File: config.mk
export PLATFORM = sky130hd
export DESIGN_NAME = flash_cmd_front
export DESIGN_NICKNAME = d
export VERILOG_FILES = /design/src/flash_cmd_pkg.sv /design/src/flash_pin_sync.sv /design/src/flash_cmd_front.sv
export SDC_FILE = /design/constraint.sdc
export NUM_CORES = 1
export LEC_CHECK = 0
export ABC_AREA = 1
export ABC_CLOCK_PERIOD_IN_PS = 3900
export BUFFER_PORTS_ARGS = -buffer_cell sky130_fd_sc_hd__buf_2
export CORE_UTILIZATION = 60
export CTS_CLUSTER_SIZE = 16
export DETAILED_ROUTE_END_ITERATION = 12
export PLACE_DENSITY_LB_ADDON = 0.05
export SETUP_SLACK_MARGIN = 0.15
export SKIP_LAST_GASP = 1
export SYNTH_ARGS = -nofsm -noshare
export SYNTH_HDL_FRONTEND = slang
export SYNTH_SLANG_ARGS = --single-unit
File: constraint.sdc
create_clock -name sys_clk -period 3.9 [get_ports sys_clk]
set_clock_uncertainty 0.2 [all_clocks]
set_input_delay 0.39 -clock sys_clk [delete_from_list [all_inputs] [get_ports sys_clk]]
set_output_delay 0.39 -clock sys_clk [all_outputs]
set_load 0.05 [all_outputs]
File: src/flash_cmd_pkg.sv
// package: opcodes, status layout, protection bounds and state types
`default_nettype none
package flash_cmd_pkg;

	// ==========================================================
	// opcodes
	localparam logic [7:0] cmd_legacy_ident = 8'hab;
	localparam logic [7:0] cmd_std_ident = 8'h9f;
	localparam logic [7:0] cmd_maker_device_ident = 8'h90;
	localparam logic [7:0] cmd_write_enable = 8'h06;
	localparam logic [7:0] cmd_write_disable = 8'h04;
	localparam logic [7:0] cmd_status_read = 8'h05;
	localparam logic [7:0] cmd_status_write = 8'h01;
	localparam logic [7:0] cmd_normal_read = 8'h03;
	localparam logic [7:0] cmd_fast_read = 8'h0b;
	localparam logic [7:0] cmd_dual_out_read = 8'h3b;
	localparam logic [7:0] cmd_page_write = 8'h02;
	localparam logic [7:0] cmd_sector_wipe = 8'hd7;
	localparam logic [7:0] cmd_sector_wipe_alt = 8'h20;
	localparam logic [7:0] cmd_block_wipe = 8'hd8;
	localparam logic [7:0] cmd_full_wipe = 8'hc7;
	localparam logic [7:0] cmd_full_wipe_alt = 8'h60;

	// ==========================================================
	// status layout and sequence lengths
	localparam int prot_lo = 2;
	localparam int prot_hi = 4;
	localparam int lock_pos = 7;
	localparam int msb_pos = 7;
	localparam logic [7:0] status_reset = 8'h00;
	localparam logic [2:0] no_protect = 3'h0;
	localparam logic [2:0] count_zero = 3'h0;
	localparam logic [2:0] last_bit = 3'h7;
	localparam logic [2:0] len_one = 3'h1;
	localparam logic [2:0] len_status_write = 3'h2;
	localparam logic [2:0] len_header = 3'h4;
	localparam logic [2:0] len_page_write = 3'h5;
	localparam logic [2:0] len_max = 3'h7;

	// ==========================================================
	// protected regions of the array
	localparam logic [23:0] quarter_base = 24'h01_8000;
	localparam logic [23:0] half_base = 24'h01_0000;
	localparam logic [23:0] array_mask = 24'h01_ffff;

	// ==========================================================
	// internal write cycle timing
	localparam int clk_period_ns = 4;
	localparam int write_time_ns = 1000;
	localparam int busy_cycles_int =
		(write_time_ns + clk_period_ns - 1) / clk_period_ns;
	localparam logic [11:0] busy_cycles = 12'(busy_cycles_int);
	localparam logic [11:0] busy_last = 12'h001;

	// ==========================================================
	// types
	typedef enum logic [2:0] {
		kind_none,
		kind_status_write,
		kind_page_write,
		kind_sector_wipe,
		kind_block_wipe,
		kind_full_wipe
	} op_kind_t;

	typedef struct packed {
		logic valid;
		op_kind_t kind;
		logic [23:0] addr;
		logic [7:0] data;
	} exec_t;

	typedef struct packed {
		logic cs_n;
		logic sck;
		logic si;
		logic hold_n;
		logic wp_n;
	} pins_t;

	// pin levels while the link is idle: deselected, clock low, no pause
	localparam pins_t pins_idle = '{cs_n: 1'b1, sck: 1'b0, si: 1'b0,
		hold_n: 1'b1, wp_n: 1'b1};

	typedef struct packed {
		logic cs_prev;
		logic sck_prev;
		logic held;
		logic [2:0] bit_cnt;
		logic [2:0] byte_cnt;
		logic [7:0] shift;
		logic [7:0] opcode;
		logic [23:0] addr;
		logic [7:0] data;
		logic ignore;
		logic [7:0] out_sr;
		logic so;
		logic so_oe;
		logic write_latch;
		logic [2:0] bp;
		logic lock;
		logic busy;
		logic [11:0] busy_cnt;
		exec_t exec;
	} state_t;

endpackage : flash_cmd_pkg
`default_nettype wire

File: src/flash_pin_sync.sv
// two-stage synchroniser for the serial pins
`timescale 1ns/10ps
`default_nettype none
module flash_pin_sync
(
	// clock and reset
	input wire logic sys_clk,
	input wire logic resetn,
	// asynchronous pins and their synchronised copy
	input wire flash_cmd_pkg::pins_t d,
	output var flash_cmd_pkg::pins_t q
);
	import flash_cmd_pkg::*;

	// ==========================================================
	// stages
	typedef struct packed {
		pins_t first;
		pins_t second;
	} sync_state_t;

	sync_state_t st;
	sync_state_t next_st;

	// first stage feeds only the second
	always_comb
	begin
		next_st.first = d;
		next_st.second = st.first;
	end

	// idle levels: deselected, hold released, clock low
	always_ff @(posedge sys_clk or negedge resetn)
	begin
		if (!resetn)
			st <= '{first: pins_idle, second: pins_idle};
		else
			st <= next_st;
	end

	assign q = st.second;

endmodule : flash_pin_sync
`default_nettype wire

File: src/flash_cmd_front.sv
// serial flash command front end with status and write protection
//
// Functional notes
// status bit 0 is read-only busy, high during internal write cycles
// status bit 1 is the write latch, zero after reset
// bits 2-4 are writable protect bits; bits 5-6 read zero
// bit 7 is writable status lock, zero after reset
// low protect bits select none, upper quarter, half, all; inhibit writes
// program, erase, status write execute only on whole bytes
// status locked only when lock bit set and write protect low
// program, erase, status write ignored while write latch clear
// sample input on rising clock while selected, msb first, 8-bit opcode
// master sends opcode first and deselects after last bit
// decode legacy, standard and maker/device ident opcodes
// decode normal, fast and dual-output read opcodes
// decode page program, sector, block and chip erase opcodes
// decode write enable, write disable, status read and status write
// hold low with clock low pauses; sequence state kept
// while paused ignore input and clock, output floats
// write latch clears at write cycle end and on write disable
// chip erase only when all protect bits are zero
// while busy only status read is accepted
// unknown opcode ignored until deselect, no state change
`timescale 1ns/10ps
`default_nettype none
module flash_cmd_front
(
	// clock and reset
	input wire logic sys_clk,
	input wire logic resetn,
	// serial pins from the master
	input wire logic cs_n,
	input wire logic sck,
	input wire logic serial_io_in,
	input wire logic hold_n,
	input wire logic wp_n,
	// serial data output pin
	output var logic so,
	output var logic so_oe,
	// status and array requests
	output var logic [7:0] status_flags,
	output var flash_cmd_pkg::exec_t exec
);
	import flash_cmd_pkg::*;

	// ==========================================================
	// helpers
	function automatic logic [7:0] status_of(input state_t s);
		status_of = {s.lock, 2'b00, s.bp, s.write_latch, s.busy};
	endfunction : status_of

	function automatic logic is_known(input logic [7:0] op);
		case (op)
			cmd_legacy_ident, cmd_std_ident, cmd_maker_device_ident,
			cmd_write_enable, cmd_write_disable, cmd_status_read,
			cmd_status_write, cmd_normal_read, cmd_fast_read,
			cmd_dual_out_read, cmd_page_write, cmd_sector_wipe,
			cmd_sector_wipe_alt, cmd_block_wipe, cmd_full_wipe,
			cmd_full_wipe_alt:
				is_known = 1'b1;
			default:
				is_known = 1'b0;
		endcase
	endfunction : is_known

	function automatic logic is_protected(input logic [2:0] bp,
		input logic [23:0] addr);
		logic [23:0] a;
		a = addr & array_mask;
		case (bp[1:0])
			2'b00: is_protected = 1'b0;
			2'b01: is_protected = (a >= quarter_base);
			2'b10: is_protected = (a >= half_base);
			default: is_protected = 1'b1;
		endcase
	endfunction : is_protected

	// ==========================================================
	// pin synchronisation
	pins_t pin;

	flash_pin_sync u_sync (
		.sys_clk(sys_clk),
		.resetn(resetn),
		.d({cs_n, sck, serial_io_in, hold_n, wp_n}),
		.q(pin)
	);

	// ==========================================================
	// state
	state_t st;
	state_t next_st;
	logic cs_rise;
	logic sck_rise;
	logic sck_fall;
	logic locked;

	// edges of the synchronised pins
	assign cs_rise = pin.cs_n && !st.cs_prev;
	assign sck_rise = pin.sck && !st.sck_prev;
	assign sck_fall = !pin.sck && st.sck_prev;
	assign locked = st.lock && !pin.wp_n;

	// next state of the whole front end
	always_comb
	begin
		logic [7:0] b;
		logic whole;
		logic wr_ok;
		logic start;
		op_kind_t kind;
		b = 8'h00;
		whole = (st.bit_cnt == count_zero);
		wr_ok = whole && !st.ignore && st.write_latch && !st.busy;
		start = 1'b0;
		kind = kind_none;
		next_st = st;
		next_st.exec.valid = 1'b0;
		next_st.cs_prev = pin.cs_n;
		next_st.sck_prev = pin.sck;
		// internal write cycle countdown
		if (st.busy)
		begin
			next_st.busy_cnt = st.busy_cnt - busy_last;
			if (st.busy_cnt == busy_last)
			begin
				next_st.busy = 1'b0;
				next_st.write_latch = 1'b0;
			end
		end
		if (pin.cs_n)
		begin
			// deselect ends the sequence and executes writes
			if (cs_rise && st.byte_cnt != count_zero)
			begin
				case (st.opcode)
					cmd_write_enable:
						if (whole && !st.ignore)
							next_st.write_latch = 1'b1;
					cmd_write_disable:
						if (whole && !st.ignore)
							next_st.write_latch = 1'b0;
					cmd_status_write:
						if (wr_ok && st.byte_cnt >= len_status_write &&
							!locked)
						begin
							next_st.bp = st.data[prot_hi:prot_lo];
							next_st.lock = st.data[lock_pos];
							start = 1'b1;
							kind = kind_status_write;
						end
					cmd_page_write:
						if (wr_ok && st.byte_cnt >= len_page_write &&
							!is_protected(st.bp, st.addr))
						begin
							start = 1'b1;
							kind = kind_page_write;
						end
					cmd_sector_wipe, cmd_sector_wipe_alt:
						if (wr_ok && st.byte_cnt >= len_header &&
							!is_protected(st.bp, st.addr))
						begin
							start = 1'b1;
							kind = kind_sector_wipe;
						end
					cmd_block_wipe:
						if (wr_ok && st.byte_cnt >= len_header &&
							!is_protected(st.bp, st.addr))
						begin
							start = 1'b1;
							kind = kind_block_wipe;
						end
					cmd_full_wipe, cmd_full_wipe_alt:
						if (wr_ok && st.bp == no_protect)
						begin
							start = 1'b1;
							kind = kind_full_wipe;
						end
					default:
						;
				endcase
			end
			next_st.bit_cnt = count_zero;
			next_st.byte_cnt = count_zero;
			next_st.ignore = 1'b0;
			next_st.held = 1'b0;
			next_st.so_oe = 1'b0;
		end
		else
		begin
			// pause enters and leaves only while the clock is low
			if (!pin.sck)
				next_st.held = !pin.hold_n;
			if (!st.held && sck_rise)
			begin
				b = {st.shift[6:0], pin.si};
				next_st.shift = b;
				next_st.bit_cnt = st.bit_cnt + 3'h1;
				if (st.bit_cnt == last_bit)
				begin
					if (st.byte_cnt != len_max)
						next_st.byte_cnt = st.byte_cnt + 3'h1;
					if (st.byte_cnt == count_zero)
					begin
						next_st.opcode = b;
						if (!is_known(b))
							next_st.ignore = 1'b1;
						if (st.busy && b != cmd_status_read)
							next_st.ignore = 1'b1;
					end
					else if (st.byte_cnt < len_header)
						next_st.addr = {st.addr[15:0], b};
					if (st.byte_cnt == len_header ||
						(st.byte_cnt == len_one &&
						st.opcode == cmd_status_write))
						next_st.data = b;
					next_st.out_sr = status_of(st);
				end
			end
			// status bytes leave msb first on falling clock edges
			if (!st.held && sck_fall && !st.ignore &&
				st.opcode == cmd_status_read && st.byte_cnt != count_zero)
			begin
				next_st.so = st.out_sr[msb_pos];
				next_st.out_sr = {st.out_sr[6:0], st.out_sr[msb_pos]};
				next_st.so_oe = 1'b1;
			end
			if (next_st.held)
				next_st.so_oe = 1'b0;
		end
		// launch the internal write cycle
		if (start)
		begin
			next_st.busy = 1'b1;
			next_st.busy_cnt = busy_cycles;
			next_st.exec.valid = 1'b1;
			next_st.exec.kind = kind;
			next_st.exec.addr = st.addr & array_mask;
			next_st.exec.data = st.data;
		end
	end

	// state register
	always_ff @(posedge sys_clk or negedge resetn)
	begin
		if (!resetn)
		begin
			st <= '0;
			st.cs_prev <= 1'b1;
			st.lock <= status_reset[lock_pos];
			st.bp <= status_reset[prot_hi:prot_lo];
		end
		else
			st <= next_st;
	end

	// outputs straight from state
	assign so = st.so;
	assign so_oe = st.so_oe;
	assign status_flags = status_of(st);
	assign exec = st.exec;
endmodule : flash_cmd_front
`default_nettype wire

==> impl.org <==
** Outcome
- The flow ran to the end, and the final reports show no timing, DRC or antenna violations.

** Clocking
- Number of buffers on the longest clock path :: 2
- Post-CTS repair changed the size of 0 cells.
- The clock reaches the later pin of the worst-skew pair after 510 ps.
- Root buf cell :: sky130_fd_sc_hd__clkbuf_8
- After clock tree synthesis, the clock-pin slew on the worst setup and hold paths is 60 ps.
- Number of buffers created by CTS :: 17
- Clock H-tree levels :: 4
- Buffers added to address setup during post-CTS repair amount to 0.
- TritonCTS built the clock tree.
- Number of buffers inserted for hold repair after clock tree synthesis :: 6
- Counting every sink on the clock net gives 117.

** GRT
- Pin count of the biggest net entering global routing :: 73
- After global routing the overflow that remains totals 0.
- Global-route wire length before repair :: 19.2 mm
- The via count of the first global-routing pass was 4116.
- In the global route stage, overall resource usage came out at 0.254.
- The initial antenna violation count came to 0.

** Cells and area
- From synthesis to final layout, the design area changed by 10.2%.
- Area taken by flip-flops and latches :: 2940 µm²
- Most common library cell in the layout ignoring fill and taps :: sky130_fd_sc_hd__nand2_1
- Area of the multi-input gates :: 2080 µm²
- After filler insertion, the fill cell instance count of the layout stands at 757.
- At the end of the flow, the number of nets in the layout was 720.
- With fillers left out, the area of the finished cells amounts to 6240 µm².
- 0 antenna diodes ended up in the layout.
- In the layout the commonest cells are 206 x sky130_fd_sc_hd__nand2_1, 110 x sky130_fd_sc_hd__dfrtp_1, 69 x sky130_fd_sc_hd__o21ai_0.
- Of the cells placed in the final design, the portion with a size suffix greater than 1 is 0.134.

** Power
- Sw frac :: 0.233
- Summed over all cells, the static leakage comes to 0.00334 µW.
- Gate power share :: 0.065
- Net Switching :: 661 µW
- Cell internal power was estimated by the tool at 2180 µW.
- Power density over the cells :: 455 nW/µm²
- Worst IR drop on VDD :: 0.399 mV
- The share of total power dissipated in the clock network is 0.489.
- The share of total power dissipated in sequential elements is 0.447.

** Synth
- For this run, the register share of the synthesized area comes to 0.519.
- The biggest area contributor in the post-synthesis netlist is sky130_fd_sc_hd__dfrtp_1.
- Synth top area share :: 0.486
- Number of warnings printed during yosys synthesis :: 0
- Largest cells by area after synthesis :: sky130_fd_sc_hd__dfrtp_1 49%, sky130_fd_sc_hd__nand2_1 14%, sky130_fd_sc_hd__buf_4 6.1%
- Counting flops and latches in the post-synthesis netlist gives 117.
- Post-synthesis cell type count :: 35
- The average instance in the mapped netlist occupies 8.27 µm².
- Number of cells produced by synthesis :: 685
- Mapped cell area :: 5660 µm²

** Setup path
- At the worst endpoint, the arrival time is 2810 ps.
- STA puts the critical path data required time at 4140 ps.
- Crit path largest cell delay :: 860 ps
- Endpoint type of the worst setup path :: register
- The setup path with the least slack is of type reg2reg.
- The worst setup path is launched from a register.
- Cell with the biggest individual delay on the critical path :: sky130_fd_sc_hd__o21ai_2
- In this run the worst path has a maximum fanout of 29.
- Critical-path cell list :: inv_1, ha_1, o21ai_0, nor2_1, nand3_1, nand2_1, o21ai_2, nand2_1, nand2_1
- Most used cell along the critical path :: sky130_fd_sc_hd__nand2_1

** Timing
- Achievable clock frequency :: 390 MHz
- Headroom to the max-slew limit came out at 0.275.
- Post-layout min period :: 2560 ps
- Dividing the final minimum period by the clock period gives 0.657.
- Measured slew at the worst slew-check pin :: 1090 ps
- Hold Fails Final Rpt :: 0
- Setup slack on the critical path of the routed design comes to 1340 ps.
- Post-route setup TNS :: 0 ps
- Setup violations remaining at the end of the flow were counted as 0.
- Setup repair after global routing left no endpoint under its margin.
- The max-slew violation count is 0.

** Floorplanning
- Number of rows in the core area :: 35
- The die covers 9830 µm².
- Effective utilization at floorplan :: 0.616
- Std-Cell Core Area :: 9200 µm²
- The die is 99.2 µm wide.
- The floorplan step set the die height to 99.2 µm.
- 53 I/O pins were placed.

** Drt
- In this run the remaining antenna-violating nets after routing total 0.
- Total length of routed wires :: 11.1 mm
- Number of iterations in the first detailed-routing pass :: 5
- Number of vias per cell after detailed routing :: 5.20
- In the final routed layout, each cell accounts on average for 13.4 µm.
- The routed layout has 4309 vias.
- # DRC :: 0
- Violation count after the first detailed-route iteration :: 214

** Place
- Summing all placed instances gives a cell area of 5650 µm².
- Placement Setup Slack :: 1330 ps
- Port buffering added 43 buffers.
- GPL Wtd Cong :: 0.913
- Once detailed placement completed, the half-perimeter wirelength came to 7.65 mm.

** Min path
- The min-delay analysis places its worst path in the category reg2reg.

** Flow run
- The tool flagged a number of max-cap violations equal to 0.
registers in the layout, summed over array words and instances, names as in the netlist:
register        flops
u_sync.q            5
st                 70
so                  1
u_sync.next_st      5
status_flags        6
so_oe               1
exec               29
power groups by stage:
stage	Sequential [µW]	Combinational (µW)	Clock (µW)
finish	1270	184	1390
global route	1270	207	1460
CTS	1270	185	1410
detailed placement	1290	179	0
global placement	1290	174	0
floorplan	1280	120	0
critical path: cells and delay by family, from the launching register on:
family	cells	cell delay, ps
AOI/OAI and AO/OA	2	1030
and+or+nand+nor	5	540
DFF	1	390
buffers and inverters	1	100
adders and majority gates	1	220
cells by family after synthesis:
logic type | share of synthesized area
muxes | 0.00398
DFF | 0.519
and+or+nand+nor | 0.251
AOI/OAI and AO/OA | 0.0771
adders and majority gates | 0.0199
buffers and inverters | 0.120
other | 0.000662
xor gates and xnor gates | 0.00928
final timing paths:
kind | startpoint | endpoint | slack [ps] | depth (start not counted)
worst max register to register | st[114] | exec[2] | 1340 | 9
min in group asynchronous | resetn | st[40] | 330 | 2
worst max-delay path | st[114] | exec[2] | 1340 | 9
worst min register to register | u_sync.next_st[2] | u_sync.q[2] | 150 | 0
worst min-delay path | u_sync.next_st[2] | u_sync.q[2] | 150 | 0
max in group asynchronous | resetn | u_sync.q[4] | 2260 | 3
per-layer routing:
metal	GRT usage	up-vias	wire length [µm]
li1	-	2151	-
met1	0.356	2043	5410
met4	0.0950	0	148
met5	0	-	0
met3	0.0724	16	487
met2	0.379	99	5060
per-stage QoR:
stage	total power (µW)	hold slack [ps]	std cells	utilization
2_1_floorplan	1400	-106	693	-
3_3_place_gp	1460	133	790	0.614
3_5_place_dp	1470	137	790	0.614
4_1_cts	2870	149	828	0.679
5_1_grt	2940	158	828	0.679
6_report	2840	146	828	0.679
final cells by class:
class,count,share of cell area
clock buffers,27,0.0772
flip-flops and latches,117,0.470
inverters,64,0.0385
multi-input cells,450,0.333
repair buffers,54,0.0505
clock inverters,5,0.00802
well taps,111,0.0222
synthesized netlist by cell type:
cell and instances:
sky130_fd_sc_hd__nand2_1 206, sky130_fd_sc_hd__dfrtp_1 110, sky130_fd_sc_hd__o21ai_0 69, sky130_fd_sc_hd__inv_1 62, sky130_fd_sc_hd__nor2_1 62, sky130_fd_sc_hd__nand3_1 49, sky130_fd_sc_hd__buf_4 46, sky130_fd_sc_hd__ha_1 9
sky130_fd_sc_hd__buf_2 7, sky130_fd_sc_hd__dfstp_2 7, sky130_fd_sc_hd__a21oi_1 6, sky130_fd_sc_hd__clkbuf_1 6, sky130_fd_sc_hd__nor3_1 5, sky130_fd_sc_hd__nand4_1 4, sky130_fd_sc_hd__o21ai_1 4, sky130_fd_sc_hd__buf_6 3
sky130_fd_sc_hd__or2_2 3, sky130_fd_sc_hd__xnor2_1 3, sky130_fd_sc_hd__xor2_1 3, sky130_fd_sc_hd__inv_2 2, sky130_fd_sc_hd__mux2_2 2, sky130_fd_sc_hd__nand2_2 2, sky130_fd_sc_hd__nand4_2 2, sky130_fd_sc_hd__o32ai_1 2
sky130_fd_sc_hd__a21boi_0 1, sky130_fd_sc_hd__and2_1 1, sky130_fd_sc_hd__conb_1 1, sky130_fd_sc_hd__nand3b_1 1, sky130_fd_sc_hd__nor2_2 1, sky130_fd_sc_hd__nor2_4 1, sky130_fd_sc_hd__nor3_2 1, sky130_fd_sc_hd__nor3_4 1
sky130_fd_sc_hd__nor4_1 1, sky130_fd_sc_hd__o21ai_2 1, sky130_fd_sc_hd__o31ai_1 1
Note: power is estimated with default switching activity, not from simulation.
